`src/spbtr_pkg.sv`:
```
// Purpose: Shared constants and types for the serial port baud/tx/rx core
// Assumes: 100 MHz peripheral clock, Avalon-MM register access
// Notes:   Register offsets are byte addresses of 32-bit words
//
// How it works
// - Rate divider is a divisor with six fractional LSBs; rate = 64*fclk/(S*div).
// - Synchronous mode uses only divider bits 15:6; bits 5:0 written zero.
// - Samples per bit: 16 normal, 8 double speed, 2 synchronous.
// - Internal rate generator clocks shifting unless the transfer clock pin does.
// - Transmit data write fills buffer; it moves to empty shifter, then is sent.
// - Last bit out with empty buffer sets transmit-complete flag.
// - Surplus upper transmit bits ignored; ninth bit written before low byte.
// - Transmitter disable waits until shifter and buffer are both empty.
// - Disabled transmitter releases the pin and forces its direction to input.
// - Receiver starts on valid start bit, shifts to first stop, ignores second.
// - First stop bit moves frame into receive buffer and sets receive-complete.
// - Unused received upper bits read zero; nine-bit high byte read first, low byte first in low-first size.
// - Frame, overflow and parity flags stored with their character, read high byte.
// - Parity error set when computed data parity mismatches received parity bit.
// - Overflow flag marks data lost because buffer was full at frame end.
// - Normally reading the low receive byte advances the receive buffer.
// - In nine-bit low-first size, reading the high byte advances instead.
// - Receiver disable is immediate, flushing buffer and dropping ongoing frame.
// - Synchronous mode supports both master and slave transfer clock roles.
// - Four async receive modes: one double speed, three normal speed.
// - Frame: low start, 5-9 data, optional parity, 1-2 high stops; idle high.
// - One transmit buffer before shifter; two-entry receive buffer after shifter.
`default_nettype none

package spbtr_pkg;
  // Register byte offsets
  localparam logic [4:0] OFS_RX_LOW  = 5'h00;
  localparam logic [4:0] OFS_RX_HIGH = 5'h04;
  localparam logic [4:0] OFS_TX_LOW  = 5'h08;
  localparam logic [4:0] OFS_TX_HIGH = 5'h0C;
  localparam logic [4:0] OFS_STATUS  = 5'h10;
  localparam logic [4:0] OFS_CTRL    = 5'h14;
  localparam logic [4:0] OFS_FRAME   = 5'h18;
  localparam logic [4:0] OFS_BAUD    = 5'h1C;
  // Control field positions
  localparam int CTRL_RXEN   = 0;
  localparam int CTRL_TXEN   = 1;
  localparam int CTRL_RXMODE = 2;  // 2 bits: 0 normal, 1 double, 2..3 normal variants
  localparam int CTRL_SYNC   = 4;
  localparam int CTRL_SLAVE  = 5;
  // Frame field positions
  localparam int FRM_CHSZ    = 0;  // 3 bits
  localparam int FRM_PAREN   = 3;
  localparam int FRM_PODD    = 4;
  localparam int FRM_STOP2   = 5;
  // Character size encodings
  localparam logic [2:0] CHSZ_5   = 3'h0;
  localparam logic [2:0] CHSZ_9L  = 3'h6;
  localparam logic [2:0] CHSZ_9H  = 3'h7;
  // Status bit positions
  localparam int ST_RXC = 7;
  localparam int ST_TXC = 6;
  localparam int ST_DRE = 5;
  // Reset values
  localparam logic [15:0] BAUD_RST  = 16'h0040;
  localparam logic [5:0]  CTRL_RST  = 6'h00;
  localparam logic [5:0]  FRAME_RST = 6'h03;
  // Samples per bit
  localparam logic [4:0] SPB_NORMAL = 5'h10;
  localparam logic [4:0] SPB_DOUBLE = 5'h08;
  localparam logic [4:0] SPB_SYNC   = 5'h02;
  localparam int FRAC_BITS = 6;
  localparam logic [7:0] RX_HALF_NORMAL = 8'h08;

  typedef struct packed {
    logic [8:0] data;
    logic       frame_error_flag;
    logic       parity_error_flag;
    logic       ovf;
  } spbtr_rxent_t;
endpackage : spbtr_pkg

`default_nettype wire

```
`src/spbtr_core.sv`:
```
// Purpose: Serial port core with fractional baud generator, tx and rx paths
// Assumes: Single 100 MHz clock; line and transfer clock pins synchronised here
// Notes:   Avalon-MM slave, one wait state on every access
`default_nettype none

module spbtr_core
(
  input  wire logic        clk_in,
  input  wire logic        resetn_in,
  input  wire logic [4:0]  avs_address_in,
  input  wire logic        avs_read_in,
  input  wire logic        avs_write_in,
  input  wire logic [31:0] avs_writedata_in,
  input  wire logic [3:0]  avs_byteenable_in,
  output logic      [31:0] avs_readdata_out,
  output logic             avs_waitrequest_out,
  input  wire logic        rx_pin_in,
  output logic             tx_pin_out,
  output logic             tx_pin_oe_n_out,
  input  wire logic        transfer_clock_pin_in,
  output logic             transfer_clock_pin_out,
  output logic             transfer_clock_pin_oe_n_out
);
  // ------------------------------------------------------------------
  // Registers and pin synchronisers
  // ------------------------------------------------------------------
  logic [15:0] baud_reg;
  logic [5:0]  ctrl_reg;
  logic [5:0]  frame_reg;
  logic        tx_en_reg;
  logic        tx_hi_reg;
  logic [8:0]  txbuf_reg;
  logic        txbuf_full_reg;
  logic        txc_reg;
  logic [1:0]  rxs_reg;
  logic [1:0]  xcks_reg;
  logic        xck_prev_reg;
  logic        ack_reg;
  logic [31:0] rdata_reg;

  // Both sync chains: only the second stage is read by logic
  always_ff @(posedge clk_in or negedge resetn_in)
  begin
    if (!resetn_in)
    begin
      rxs_reg  <= 2'h3;
      xcks_reg <= 2'h0;
    end
    else
    begin
      rxs_reg  <= {rxs_reg[0], rx_pin_in};
      xcks_reg <= {xcks_reg[0], transfer_clock_pin_in};
    end
  end
  wire rx_s  = rxs_reg[1];
  wire xck_s = xcks_reg[1];

  wire       rx_on   = ctrl_reg[spbtr_pkg::CTRL_RXEN];
  wire       sync_m  = ctrl_reg[spbtr_pkg::CTRL_SYNC];
  wire       slave_m = sync_m & ctrl_reg[spbtr_pkg::CTRL_SLAVE];
  wire [1:0] rxmode  = ctrl_reg[spbtr_pkg::CTRL_RXMODE +: 2];
  wire [2:0] chsz    = frame_reg[spbtr_pkg::FRM_CHSZ +: 3];
  wire       nine    = (chsz == spbtr_pkg::CHSZ_9L) | (chsz == spbtr_pkg::CHSZ_9H);
  wire [3:0] nbits   = nine ? 4'h9 : (4'h5 + {1'b0, chsz});

  // ------------------------------------------------------------------
  // Fractional baud generator
  // ------------------------------------------------------------------
  // Samples per bit by mode
  wire [4:0] spb = sync_m ? spbtr_pkg::SPB_SYNC :
                   (rxmode == 2'h1) ? spbtr_pkg::SPB_DOUBLE : spbtr_pkg::SPB_NORMAL;
  logic [9:0]  bcnt_reg;
  logic [5:0]  facc_reg;
  logic        tick_reg;
  // Fraction accumulator carry adds one clock to some periods
  wire [6:0]  facc_sum = {1'b0, facc_reg} + {1'b0, baud_reg[5:0]};
  wire        fextra   = ~sync_m & facc_sum[6];
  wire [9:0]  bint     = baud_reg[15:spbtr_pkg::FRAC_BITS];
  // Async: tick every BAUD/64 clocks at S ticks/bit; sync: period S*int
  wire [9:0]  bload    = (bint == 10'h000) ? 10'h000 : bint - 10'h001;
  // Tick is the sample clock; extra cycle when fraction overflows
  always_ff @(posedge clk_in or negedge resetn_in)
  begin
    if (!resetn_in)
    begin
      bcnt_reg <= 10'h000;
      facc_reg <= 6'h00;
      tick_reg <= 1'b0;
    end
    else if (bcnt_reg == 10'h000)
    begin
      facc_reg <= sync_m ? 6'h00 : facc_sum[5:0];
      bcnt_reg <= bload + {9'h000, fextra};
      tick_reg <= 1'b1;
    end
    else
    begin
      bcnt_reg <= bcnt_reg - 10'h001;
      tick_reg <= 1'b0;
    end
  end

  // Master: sync clock toggles at half bit; slave: external edges
  logic [4:0] sph_reg;
  logic       xck_out_reg;
  wire        xck_rise = xck_s & ~xck_prev_reg;
  wire        xck_fall = ~xck_s & xck_prev_reg;
  wire        sph_wrap = tick_reg & (sph_reg == spb - 5'h01);
  // Bit strobes: shift on start-of-bit edge, sample on opposite edge
  wire        m_rise   = sync_m & ~slave_m & sph_wrap;
  wire        m_fall   = sync_m & ~slave_m & tick_reg & (sph_reg == 5'h00);
  wire        sh_en    = slave_m ? xck_rise : sync_m ? m_rise : sph_wrap;
  wire        smp_en   = slave_m ? xck_fall : m_fall;
  always_ff @(posedge clk_in or negedge resetn_in)
  begin
    if (!resetn_in)
    begin
      sph_reg      <= 5'h00;
      xck_out_reg  <= 1'b0;
      xck_prev_reg <= 1'b0;
    end
    else
    begin
      xck_prev_reg <= xck_s;
      if (tick_reg)
        sph_reg <= sph_wrap ? 5'h00 : sph_reg + 5'h01;
      if (m_rise)
        xck_out_reg <= 1'b1;
      else if (m_fall)
        xck_out_reg <= 1'b0;
    end
  end

  // ------------------------------------------------------------------
  // Transmitter
  // ------------------------------------------------------------------
  logic [11:0] tsh_reg;
  logic [3:0]  tcnt_reg;
  logic        tbusy_reg;
  logic        txo_reg;
  // Parity over the data bits actually sent
  function automatic logic par9(input logic [8:0] d, input logic [3:0] n, input logic odd);
    logic p;
    p = odd;
    for (int i = 0; i < 9; i++)
      if (i < int'(n))
        p = p ^ d[i];
    return p;
  endfunction
  wire        paren  = frame_reg[spbtr_pkg::FRM_PAREN];
  wire        podd   = frame_reg[spbtr_pkg::FRM_PODD];
  wire        stop2  = frame_reg[spbtr_pkg::FRM_STOP2];
  wire [3:0]  tlen   = nbits + {3'h0, paren} + {3'h0, stop2} + 4'h1;
  // Data beyond the character width masked off before parity and shift
  wire [8:0]  tmask  = 9'h1FF >> (4'h9 - nbits);
  wire [8:0]  tdat   = txbuf_reg & tmask;
  // Ones above the character, so that the stop bits never shift out low
  wire [11:0] tframe = {3'h7, tdat | ~tmask};
  wire        tpar   = par9(tdat, nbits, podd);
  wire [11:0] tload  = paren ? ((tframe & ~(12'h001 << nbits)) | ({11'h000, tpar} << nbits))
                             : tframe;
  // Last stop bit ends here; a waiting character starts straight after it
  wire        tlast    = tbusy_reg & sh_en & (tcnt_reg == 4'h0);
  wire        tload_go = tx_en_reg & txbuf_full_reg & (~tbusy_reg | tlast) & sh_en;
  wire        wr_txl   = avs_write_in & ~ack_reg & (avs_address_in == spbtr_pkg::OFS_TX_LOW);
  wire        wr_txh   = avs_write_in & ~ack_reg & (avs_address_in == spbtr_pkg::OFS_TX_HIGH);
  // Start bit first, then data, parity, stops, all LSB first
  always_ff @(posedge clk_in or negedge resetn_in)
  begin
    if (!resetn_in)
    begin
      tsh_reg   <= 12'hFFF;
      tcnt_reg  <= 4'h0;
      tbusy_reg <= 1'b0;
      txo_reg   <= 1'b1;
    end
    else if (tload_go)
    begin
      txo_reg   <= 1'b0;
      tsh_reg   <= tload;
      tcnt_reg  <= tlen;
      tbusy_reg <= 1'b1;
    end
    else if (tbusy_reg & sh_en)
    begin
      txo_reg   <= tsh_reg[0];
      tsh_reg   <= {1'b1, tsh_reg[11:1]};
      tcnt_reg  <= tcnt_reg - 4'h1;
      tbusy_reg <= (tcnt_reg != 4'h0);
    end
  end
  // Single-entry transmit buffer; new write while full is dropped
  always_ff @(posedge clk_in or negedge resetn_in)
  begin
    if (!resetn_in)
    begin
      txbuf_reg      <= 9'h000;
      txbuf_full_reg <= 1'b0;
      tx_hi_reg      <= 1'b0;
      txc_reg        <= 1'b0;
    end
    else
    begin
      if (wr_txh & avs_byteenable_in[0])
        tx_hi_reg <= avs_writedata_in[0];
      if (tload_go)
        txbuf_full_reg <= 1'b0;
      else if (wr_txl & avs_byteenable_in[0] & ~txbuf_full_reg)
      begin
        txbuf_reg      <= {tx_hi_reg, avs_writedata_in[7:0]};
        txbuf_full_reg <= 1'b1;
      end
      // Completion set beats the write-one clear
      if (tlast & ~txbuf_full_reg)
        txc_reg <= 1'b1;
      else if (avs_write_in & ~ack_reg & (avs_address_in == spbtr_pkg::OFS_STATUS)
               & avs_writedata_in[spbtr_pkg::ST_TXC])
        txc_reg <= 1'b0;
    end
  end
  // Disable only lands once nothing is left to send
  always_ff @(posedge clk_in or negedge resetn_in)
  begin
    if (!resetn_in)
      tx_en_reg <= 1'b0;
    else if (ctrl_reg[spbtr_pkg::CTRL_TXEN])
      tx_en_reg <= 1'b1;
    else if (~tbusy_reg & ~txbuf_full_reg)
      tx_en_reg <= 1'b0;
  end

  // ------------------------------------------------------------------
  // Receiver
  // ------------------------------------------------------------------
  logic [10:0] rsh_reg;
  logic [3:0]  rcnt_reg;
  logic        rbusy_reg;
  logic [4:0]  rph_reg;
  spbtr_pkg::spbtr_rxent_t rbuf_reg [2];
  logic [1:0]  rcount_reg;
  // Async sample point is mid bit; sync samples on the sample edge
  wire [4:0] rhalf = {1'b0, spb[4:1]};
  wire       asamp = ~sync_m & tick_reg & (rph_reg == rhalf - 5'h01);
  wire       rsamp = sync_m ? smp_en : asamp;
  wire [3:0] rlen  = nbits + {3'h0, paren} + 4'h1;                    // One stop only
  wire       rdone = rbusy_reg & rsamp & (rcnt_reg == 4'h0);
  // Data sits right-aligned under the parity bit when the stop bit is sampled
  wire [10:0] ralign = rsh_reg >> (4'hB - rlen + 4'h1);
  wire [8:0] rdat  = ralign[8:0] & tmask;
  wire       rpbit = ralign[nbits];
  wire       rperr = paren & (par9(rdat, nbits, podd) != rpbit);
  wire       rd_lo = avs_read_in & ~ack_reg & (avs_address_in == spbtr_pkg::OFS_RX_LOW);
  wire       rd_hi = avs_read_in & ~ack_reg & (avs_address_in == spbtr_pkg::OFS_RX_HIGH);
  wire       pop   = (rcount_reg != 2'h0) &
                     ((chsz == spbtr_pkg::CHSZ_9L) ? rd_hi : rd_lo);
  wire spbtr_pkg::spbtr_rxent_t rnew = '{data: rdat, frame_error_flag: ~rx_s, parity_error_flag: rperr,
                                         ovf: 1'b0};
  // Frame shift: start detect, mid-bit sampling, stop check
  always_ff @(posedge clk_in or negedge resetn_in)
  begin
    if (!resetn_in)
    begin
      rsh_reg   <= 11'h000;
      rcnt_reg  <= 4'h0;
      rbusy_reg <= 1'b0;
      rph_reg   <= 5'h00;
    end
    else if (~rx_on)
    begin
      rbusy_reg <= 1'b0;
      rph_reg   <= 5'h00;
    end
    else if (~rbusy_reg)
    begin
      rph_reg <= 5'h00;
      // Async start bit confirmed by mid-bit sample further down
      if (~rx_s & (~sync_m | smp_en))
      begin
        rbusy_reg <= 1'b1;
        rcnt_reg  <= sync_m ? rlen - 4'h1 : rlen;
      end
    end
    else
    begin
      if (tick_reg & ~sync_m)
        rph_reg <= (rph_reg == spb - 5'h01) ? 5'h00 : rph_reg + 5'h01;
      if (rsamp)
      begin
        // False start bit: line high at start mid-point aborts
        if (~sync_m & (rcnt_reg == rlen) & rx_s)
          rbusy_reg <= 1'b0;
        else
        begin
          if (rcnt_reg != rlen)
            rsh_reg <= {rx_s, rsh_reg[10:1]};
          rcnt_reg  <= rcnt_reg - 4'h1;
          rbusy_reg <= (rcnt_reg != 4'h0);
        end
      end
    end
  end
  // Two-entry receive buffer; when full the newer frame overwrites the last
  always_ff @(posedge clk_in or negedge resetn_in)
  begin
    if (!resetn_in)
    begin
      rbuf_reg[0]  <= '0;
      rbuf_reg[1]  <= '0;
      rcount_reg   <= 2'h0;
    end
    else if (~rx_on)
    begin
      rcount_reg   <= 2'h0;
    end
    else
    begin
      if (pop)
        rbuf_reg[0] <= rbuf_reg[1];
      if (rdone)
      begin
        // Newest character lands behind whatever remains after a pop
        if (rcount_reg == 2'h2 & ~pop)
        begin
          rbuf_reg[1] <= '{data: rnew.data, frame_error_flag: rnew.frame_error_flag, parity_error_flag: rnew.parity_error_flag,
                           ovf: 1'b1};
        end
        else
        begin
          rbuf_reg[(rcount_reg - {1'b0, pop}) == 2'h0 ? 0 : 1] <= rnew;
          rcount_reg <= rcount_reg + 2'h1 - {1'b0, pop};
        end
      end
      else if (pop)
        rcount_reg <= rcount_reg - 2'h1;
    end
  end
  wire rxc = (rcount_reg != 2'h0);

  // ------------------------------------------------------------------
  // Avalon-MM slave: one wait state, unmapped reads return zero
  // ------------------------------------------------------------------
  wire [31:0] status_w = {24'h0, rxc, txc_reg, ~txbuf_full_reg, 5'h00};
  wire [31:0] rd_mux =
    (avs_address_in == spbtr_pkg::OFS_RX_LOW)  ? {24'h0, rbuf_reg[0].data[7:0]} :
    (avs_address_in == spbtr_pkg::OFS_RX_HIGH) ? {24'h0, rxc, 3'h0, rbuf_reg[0].frame_error_flag,
                                                  rbuf_reg[0].ovf, rbuf_reg[0].parity_error_flag,
                                                  rbuf_reg[0].data[8]} :
    (avs_address_in == spbtr_pkg::OFS_STATUS)  ? status_w :
    (avs_address_in == spbtr_pkg::OFS_CTRL)    ? {26'h0, ctrl_reg} :
    (avs_address_in == spbtr_pkg::OFS_FRAME)   ? {26'h0, frame_reg} :
    (avs_address_in == spbtr_pkg::OFS_BAUD)    ? {16'h0, baud_reg} : 32'h0;
  wire wr_go = avs_write_in & ~ack_reg;
  always_ff @(posedge clk_in or negedge resetn_in)
  begin
    if (!resetn_in)
    begin
      ack_reg   <= 1'b0;
      avs_waitrequest_out <= 1'b1;
      rdata_reg <= 32'h0;
      ctrl_reg  <= spbtr_pkg::CTRL_RST;
      frame_reg <= spbtr_pkg::FRAME_RST;
      baud_reg  <= spbtr_pkg::BAUD_RST;
    end
    else
    begin
      ack_reg <= (avs_read_in | avs_write_in) & ~ack_reg;
      // Registered wait: high while idle, low for the one answering cycle
      avs_waitrequest_out <= ~((avs_read_in | avs_write_in) & ~ack_reg);
      if (avs_read_in & ~ack_reg)
        rdata_reg <= rd_mux;
      if (wr_go & avs_byteenable_in[0] & (avs_address_in == spbtr_pkg::OFS_CTRL))
        ctrl_reg <= avs_writedata_in[5:0];
      if (wr_go & avs_byteenable_in[0] & (avs_address_in == spbtr_pkg::OFS_FRAME))
        frame_reg <= avs_writedata_in[5:0];
      if (wr_go & (avs_address_in == spbtr_pkg::OFS_BAUD))
      begin
        if (avs_byteenable_in[0])
          baud_reg[7:0] <= avs_writedata_in[7:0];
        if (avs_byteenable_in[1])
          baud_reg[15:8] <= avs_writedata_in[15:8];
      end
    end
  end

  // ------------------------------------------------------------------
  // Outputs, all registered
  // ------------------------------------------------------------------
  always_ff @(posedge clk_in or negedge resetn_in)
  begin
    if (!resetn_in)
    begin
      tx_pin_out                  <= 1'b1;
      tx_pin_oe_n_out             <= 1'b1;
      transfer_clock_pin_out      <= 1'b0;
      transfer_clock_pin_oe_n_out <= 1'b1;
    end
    else
    begin
      tx_pin_out                  <= txo_reg;
      tx_pin_oe_n_out             <= ~tx_en_reg;
      transfer_clock_pin_out      <= xck_out_reg;
      transfer_clock_pin_oe_n_out <= ~(sync_m & ~slave_m);
    end
  end
  assign avs_readdata_out    = rdata_reg;
endmodule // spbtr_core

`default_nettype wire

```
`config.mk`:
```
export PLATFORM = sky130hd
export DESIGN_NAME = spbtr_core
export DESIGN_NICKNAME = d
export VERILOG_FILES = /design/src/spbtr_pkg.sv /design/src/spbtr_core.sv
export SDC_FILE = /design/constraint.sdc
export NUM_CORES = 1
export LEC_CHECK = 0
export BUFFER_PORTS_ARGS = -buffer_cell sky130_fd_sc_hd__buf_2
export CORE_MARGIN = 2
export CORE_UTILIZATION = 61
export CTS_BUF_LIST = sky130_fd_sc_hd__clkbuf_16
export DETAILED_ROUTE_END_ITERATION = 7
export GPL_ROUTABILITY_DRIVEN = 0
export PLACE_DENSITY = 0.81
export SLEW_MARGIN = 15
export SYNTH_ARGS = -nofsm -noshare
export SYNTH_HDL_FRONTEND = slang
export SYNTH_SLANG_ARGS = --single-unit
export TNS_END_PERCENT = 1
```
`constraint.sdc`:
```
create_clock -name clk_in -period 6.84 [get_ports clk_in]
set_input_delay 0.684 -clock clk_in [delete_from_list [all_inputs] [get_ports clk_in]]
set_output_delay 0.684 -clock clk_in [all_outputs]
set_load 0.05 [all_outputs]
```
== Word level (Yosys, flattened, before mapping) ==
Index checks and enable logic that the tools add are counted.

* Bits in registers: 172
* Memories: 0
* Word-level logic and storage cells: 295
* Bits in latches: 0
* ROM bits: 0
* RAM bits: 0
* Bits of input ports: 47
* Output and inout bits: 37

* $add $sub $neg: 23
* Div/mod/pow operators: 0
* Equality and inequality tests: 22
* Mux-type cells: 83
* Order comparisons: 12
* Reduce and logical (&&, ||, !) cells: 24
* $mul: 0
* Shift-type cells: 4
* Bitwise operators: 86

{| class="wikitable"
|+ Operators by type and width
! cell !! count
|-
| 12-bit 2-to-1 mux || 8
|-
| 16-bit 2-to-1 mux || 6
|-
| 1-bit 2-to-1 mux || 43
|-
| 1-bit bitwise AND || 42
|-
| 5-bit 2-to-1 mux || 7
|-
| 32-bit by 2-bit >= comparator with 1-bit output, second input constant || 1
|-
| 32-bit by 1-bit less-than comparator with 1-bit output, second input constant || 1
|-
| 4-bit 2-to-1 mux || 8
|-
| 1-bit inverter with 32-bit output || 1
|-
| 24-bit bitwise mux || 1
|-
| 24-bit 2-to-1 mux || 1
|-
| 5-bit == test, second input constant || 4
|-
| 10-bit zero test || 2
|-
| 10-bit 2-to-1 mux || 2
|-
| 10-bit by 1-bit subtractor with 10-bit output, second input constant || 2
|-
| 9-bit bitwise AND || 2
|-
| 1-bit bitwise XOR || 18
|-
| 3-bit by 4-bit less-than comparator with 1-bit output, first input constant || 4
|-
| 5-bit == test || 3
|-
| 1-bit inverter || 14
|-
| 2-bit nonzero test || 7
|-
| 4-bit by 1-bit adder with 4-bit output, second input constant || 3
|-
| 12-bit bitwise AND || 1
|-
| 12-bit demux with 1-bit select || 1
|-
| other kinds (49) || 72
|}

== Longest topological paths before layout ==
* Depth in word-level cells: 32
* Gate-level depth with buffers: 19
* Mapped depth without buffers: 16

== Worst setup path after synthesis ==
OpenSTA, ideal clock, no wires.

* Kind: flip-flop to flip-flop
* From: reg frame_reg[0]
* To: reg with a tool-made name
* Path slack: 2.048 ns
* Cell stages (with the launch flop): 18
* Period minus slack after synthesis: 4.792 ns
* Required time: 6.759 ns
* Library setup time: 0.081 ns
* Path buffers: 3
* Data arrival time: 4.711 ns
* Cell sequence: dfstp_2 -> clkbuf_1 -> inv_1 -> ha_1 -> clkbuf_1 -> a211oi_1 -> ha_1 -> ha_1 -> nand3_1 -> a21o_1 -> and4_4 -> buf_6 -> or4_4 -> a211oi_2 -> xor2_1 -> xnor3_1 -> mux2_4 -> mux2i_4

{| class="wikitable"
|+ RTL lines
! item !! line !! text
|-
| from (decl) || spbtr_core.sv:29 || <nowiki>logic [5:0] frame_reg;</nowiki>
|-
| from (signal assigned) || spbtr_core.sv:361 || <nowiki>frame_reg <= spbtr_pkg::FRAME_RST;</nowiki>
|-
| from (signal assigned) || spbtr_core.sv:374 || <nowiki>frame_reg <= avs_writedata_in[5:0];</nowiki>
|}

==> metrics.yaml <==
status: "completed"
hold_path.class: "in -> async"
tns_ns: 0
hpwl_mm: 15.8
tightestPinTransition_ns: 1.11
fin_nets: 1144
die_area_um2: 16700
postRouteAntennaNets: 0
wl_per_cell_um: 17.1
drc_errors: 0
htreeDepth: 4
synth_cells: 1045
worst_slew_margin_rel_pct: 26.0
vias: 7775
grtUsageTotal_pct: 27.8
cts.path.max_buffers: 2
p_sw_mw: 1.36
num_antenna_cells: 0
portBuffers: 49
clockRootBuffer: "clkbuf_16"
p_comb_share_pct: 38.1
skew_ns: 0.0114
die_w_um: 129
critPathRequiredTime_ns: 7.19
clock_latency_ns: 0.44
min_period_ns: 5.49
finalHoldViolCount: 0
netlist_area_um2: 9550
cpMaxStageDelayCell: "dfstp_2"
ys_ff_latch: 156
die_h_um: 129
arrival_ns: 5.84
path_common_cell: "ha_1"
crit_type: "reg -> reg"
first_global_vias: 7346
drv_slew: 0
power_density_nw_per_um2: 343
ys_async_sr_fraction_pct: 100
cts.sinks: 156
p_int_mw: 2.20
setup_viol: 0
peakVddDrop_mv: 0.226
grt_pass1_wl_mm: 36.3
cts_buffers: 17
grt_max_degree: 84
critPathLaunchType: "flop"
synth_edf_count: 0
power_frac_seq_pct: 36.9
overflow: 0
via_per_inst: 6.03
dp_slack_ns: 1.47
worst-path-max-fanout: 19
rsz0062_at_grt: "false"
yosysWarnings: 0
clk_pin_slew_worst_paths_ns: 0.06
grt_antenna_before_repair: 0
initial_core_util_pct: 62.6
n_fill_cell: 1230
drt_iter0_drc: 627
ys_seq_area_share_pct: 41.2
power.leakage_nw: 4.75
core_area_um2: 15300
synth_cell_type_count: 88
clock_power_share_pct: 25.0
cts-resized-gates: 0
finalCritPeriodShare_pct: 80.2
pin_count: 84
setup_ws_ns: 1.35
dr.pass1.iters: 6
clock.fmax_mhz: 182
area.growth.synth_to_final_pct: 8.76
drt_wl_total_mm: 22.1
cts_hold_buf: 0
ys.flop_type: "dfrtp_1"
crit_chain: "inv_1, ha_1, a21oi_4, nand2_1, ha_1, ha_1, ha_1, nand3_1, a21o_1, a31oi_1, o22ai_1, a211oi_2, xor2_1, xnor3_1, mux2_4, mux2i_4"
max_stage_delay_ns: 0.78
post-cts-setup-buffers: 0
rows: 45
max-cap-violations: 0
swShare_pct: 38.2
cts_tree: "done"
drive_gt1_share_pct: 17.0
syn_area_per_cell_um2: 9.14
critPathCaptureType: "flop"
-- final cells by class --
class	count	area, um2	share of cell area (%)
multi-input cells	789	5160	49.7
clock inverters	15	124	1.19
repair buffers	57	312	3.00
inverters	44	170	1.64
flip-flops and latches	156	3930	37.8
clock buffers	17	425	4.10
well taps	211	264	2.54
-- per-stage QoR --
step | instance area, um2 | cells | power (mW) | hold slack (ns) | util, %
6_report | 10400 | 1289 | 3.56 | 0.259 | 68.1
5_1_grt | 10400 | 1289 | 3.79 | 0.319 | 68.1
4_1_cts | 10400 | 1289 | 3.55 | 0.276 | 68.1
3_5_place_dp | 9840 | 1257 | 2.65 | 0.347 | 64.5
3_3_place_gp | 9840 | 1257 | 2.61 | 0.346 | 64.5
2_1_floorplan | 9610 | 1060 | 2.36 | 0.331 | -
-- per-layer routing --
layer / share of wire [%] / up-vias / track usage (%)
met4: 2.4 / 0 / 11.3
met1: 43 / 3752 / 37.4
li1: - / 3736 / -
met5: 0 / - / 0
met2: 48 / 240 / 44.8
met3: 5.9 / 47 / 4.91
-- cells by family (layout without fill, tap and decap cells) --
group | count (synthesis) | in the layout | share of synthesized area (%)
AOI/OAI and AO/OA | 259 | 259 | 16.8
xor gates and xnor gates | 55 | 55 | 5.67
adders and majority gates | 32 | 32 | 4.27
buffers and inverters | 115 | 133 | 5.38
DFF | 156 | 156 | 41.2
muxes | 84 | 84 | 9.76
other | 1 | 16 | 0.0393
and+or+nand+nor | 343 | 343 | 16.9
-- power by group through the flow --
| stage | clock [mW] | sequential [mW] | combinational [mW] |
|---|---|---|---|
| after detailed placement | 0 | 1.32 | 1.33 |
| after global placement | 0 | 1.31 | 1.30 |
| after floorplan | 0 | 1.29 | 1.07 |
| final | 0.890 | 1.31 | 1.36 |
| after CTS | 0.902 | 1.31 | 1.34 |
| after global routing | 0.946 | 1.33 | 1.51 |
-- synth_stat cells, drive strengths merged, types with 3 or more instances --
master / number / area share, %
a211o: 5 / 0.46
a211oi: 5 / 0.45
a21o: 7 / 0.55
a21oi: 55 / 3.0
a221oi: 4 / 0.37
a22oi: 8 / 0.63
a31o: 4 / 0.37
a31oi: 8 / 0.52
and2: 4 / 0.26
and3: 8 / 0.52
and4: 3 / 0.30
buf: 22 / 1.7
clkbuf: 49 / 1.9
dfrtp: 134 / 35
dfstp: 22 / 6.1
ha: 31 / 4.1
inv: 43 / 1.7
mux2: 60 / 7.1
mux2i: 24 / 2.6
nand2: 132 / 5.2
nand2b: 12 / 0.86
nand3: 28 / 1.5
nand4: 13 / 0.85
nor2: 75 / 2.9
nor2b: 14 / 0.92
nor3: 23 / 1.2
nor3b: 4 / 0.31
nor4: 6 / 0.39
o211ai: 7 / 0.55
o21ai: 99 / 5.2
o22ai: 22 / 1.4
o31ai: 7 / 0.55
or2: 7 / 0.46
or3: 5 / 0.33
or4: 3 / 0.28
xnor2: 34 / 3.3
xnor3: 3 / 0.71
xor2: 18 / 1.7
-- critical path: cells and delay by family, from the launching register on --
| kind | cells | cell delay, ns |
|---|---|---|
| adder cells (fa/ha/maj) | 4 | 1.66 |
| AO/OA/AOI/OAI | 5 | 1.48 |
| flip-flops | 1 | 0.78 |
| multiplexers | 2 | 0.46 |
| XOR/XNOR | 2 | 0.43 |
| AND/OR/NAND/NOR | 2 | 0.39 |
| buffers and inverters | 1 | 0.18 |
-- cell usage in the layout (no fill, tap or decap), types with 11 or more instances in the layout --
cell and n:
buf_2 48, inv_1 48, a21oi_1 53, dfrtp_1 134, nor2b_1 14, o22ai_1 22
xnor2_1 33, nand2_1 132, xor2_1 18, dfstp_2 22, nor3_1 23, o21ai_0 93
nor2_1 75, conb_1 16, nand3_1 28, nand2b_1 11, nand4_1 13, mux2_2 58
ha_1 31, clkbuf_16 17, mux2i_1 23
-- final timing paths --
check | slack [ns] | start | cells past startpoint | endpoint
worst max register to register | 1.35 | frame_reg[0] | 16 | flop
max in group asynchronous | 5.11 | resetn_in | 2 | ack_reg
worst min-delay path | 0.26 | resetn_in | 1 | rsh_reg[0]
min in group clk_in | 0.34 | rx_pin_in | 1 | rxs_reg[0]
worst max-delay path | 1.35 | frame_reg[0] | 16 | flop
worst min register to register | 0.35 | rxs_reg[0] | 0 | rxs_reg[1]
Note: power is estimated with default switching activity, not from simulation.
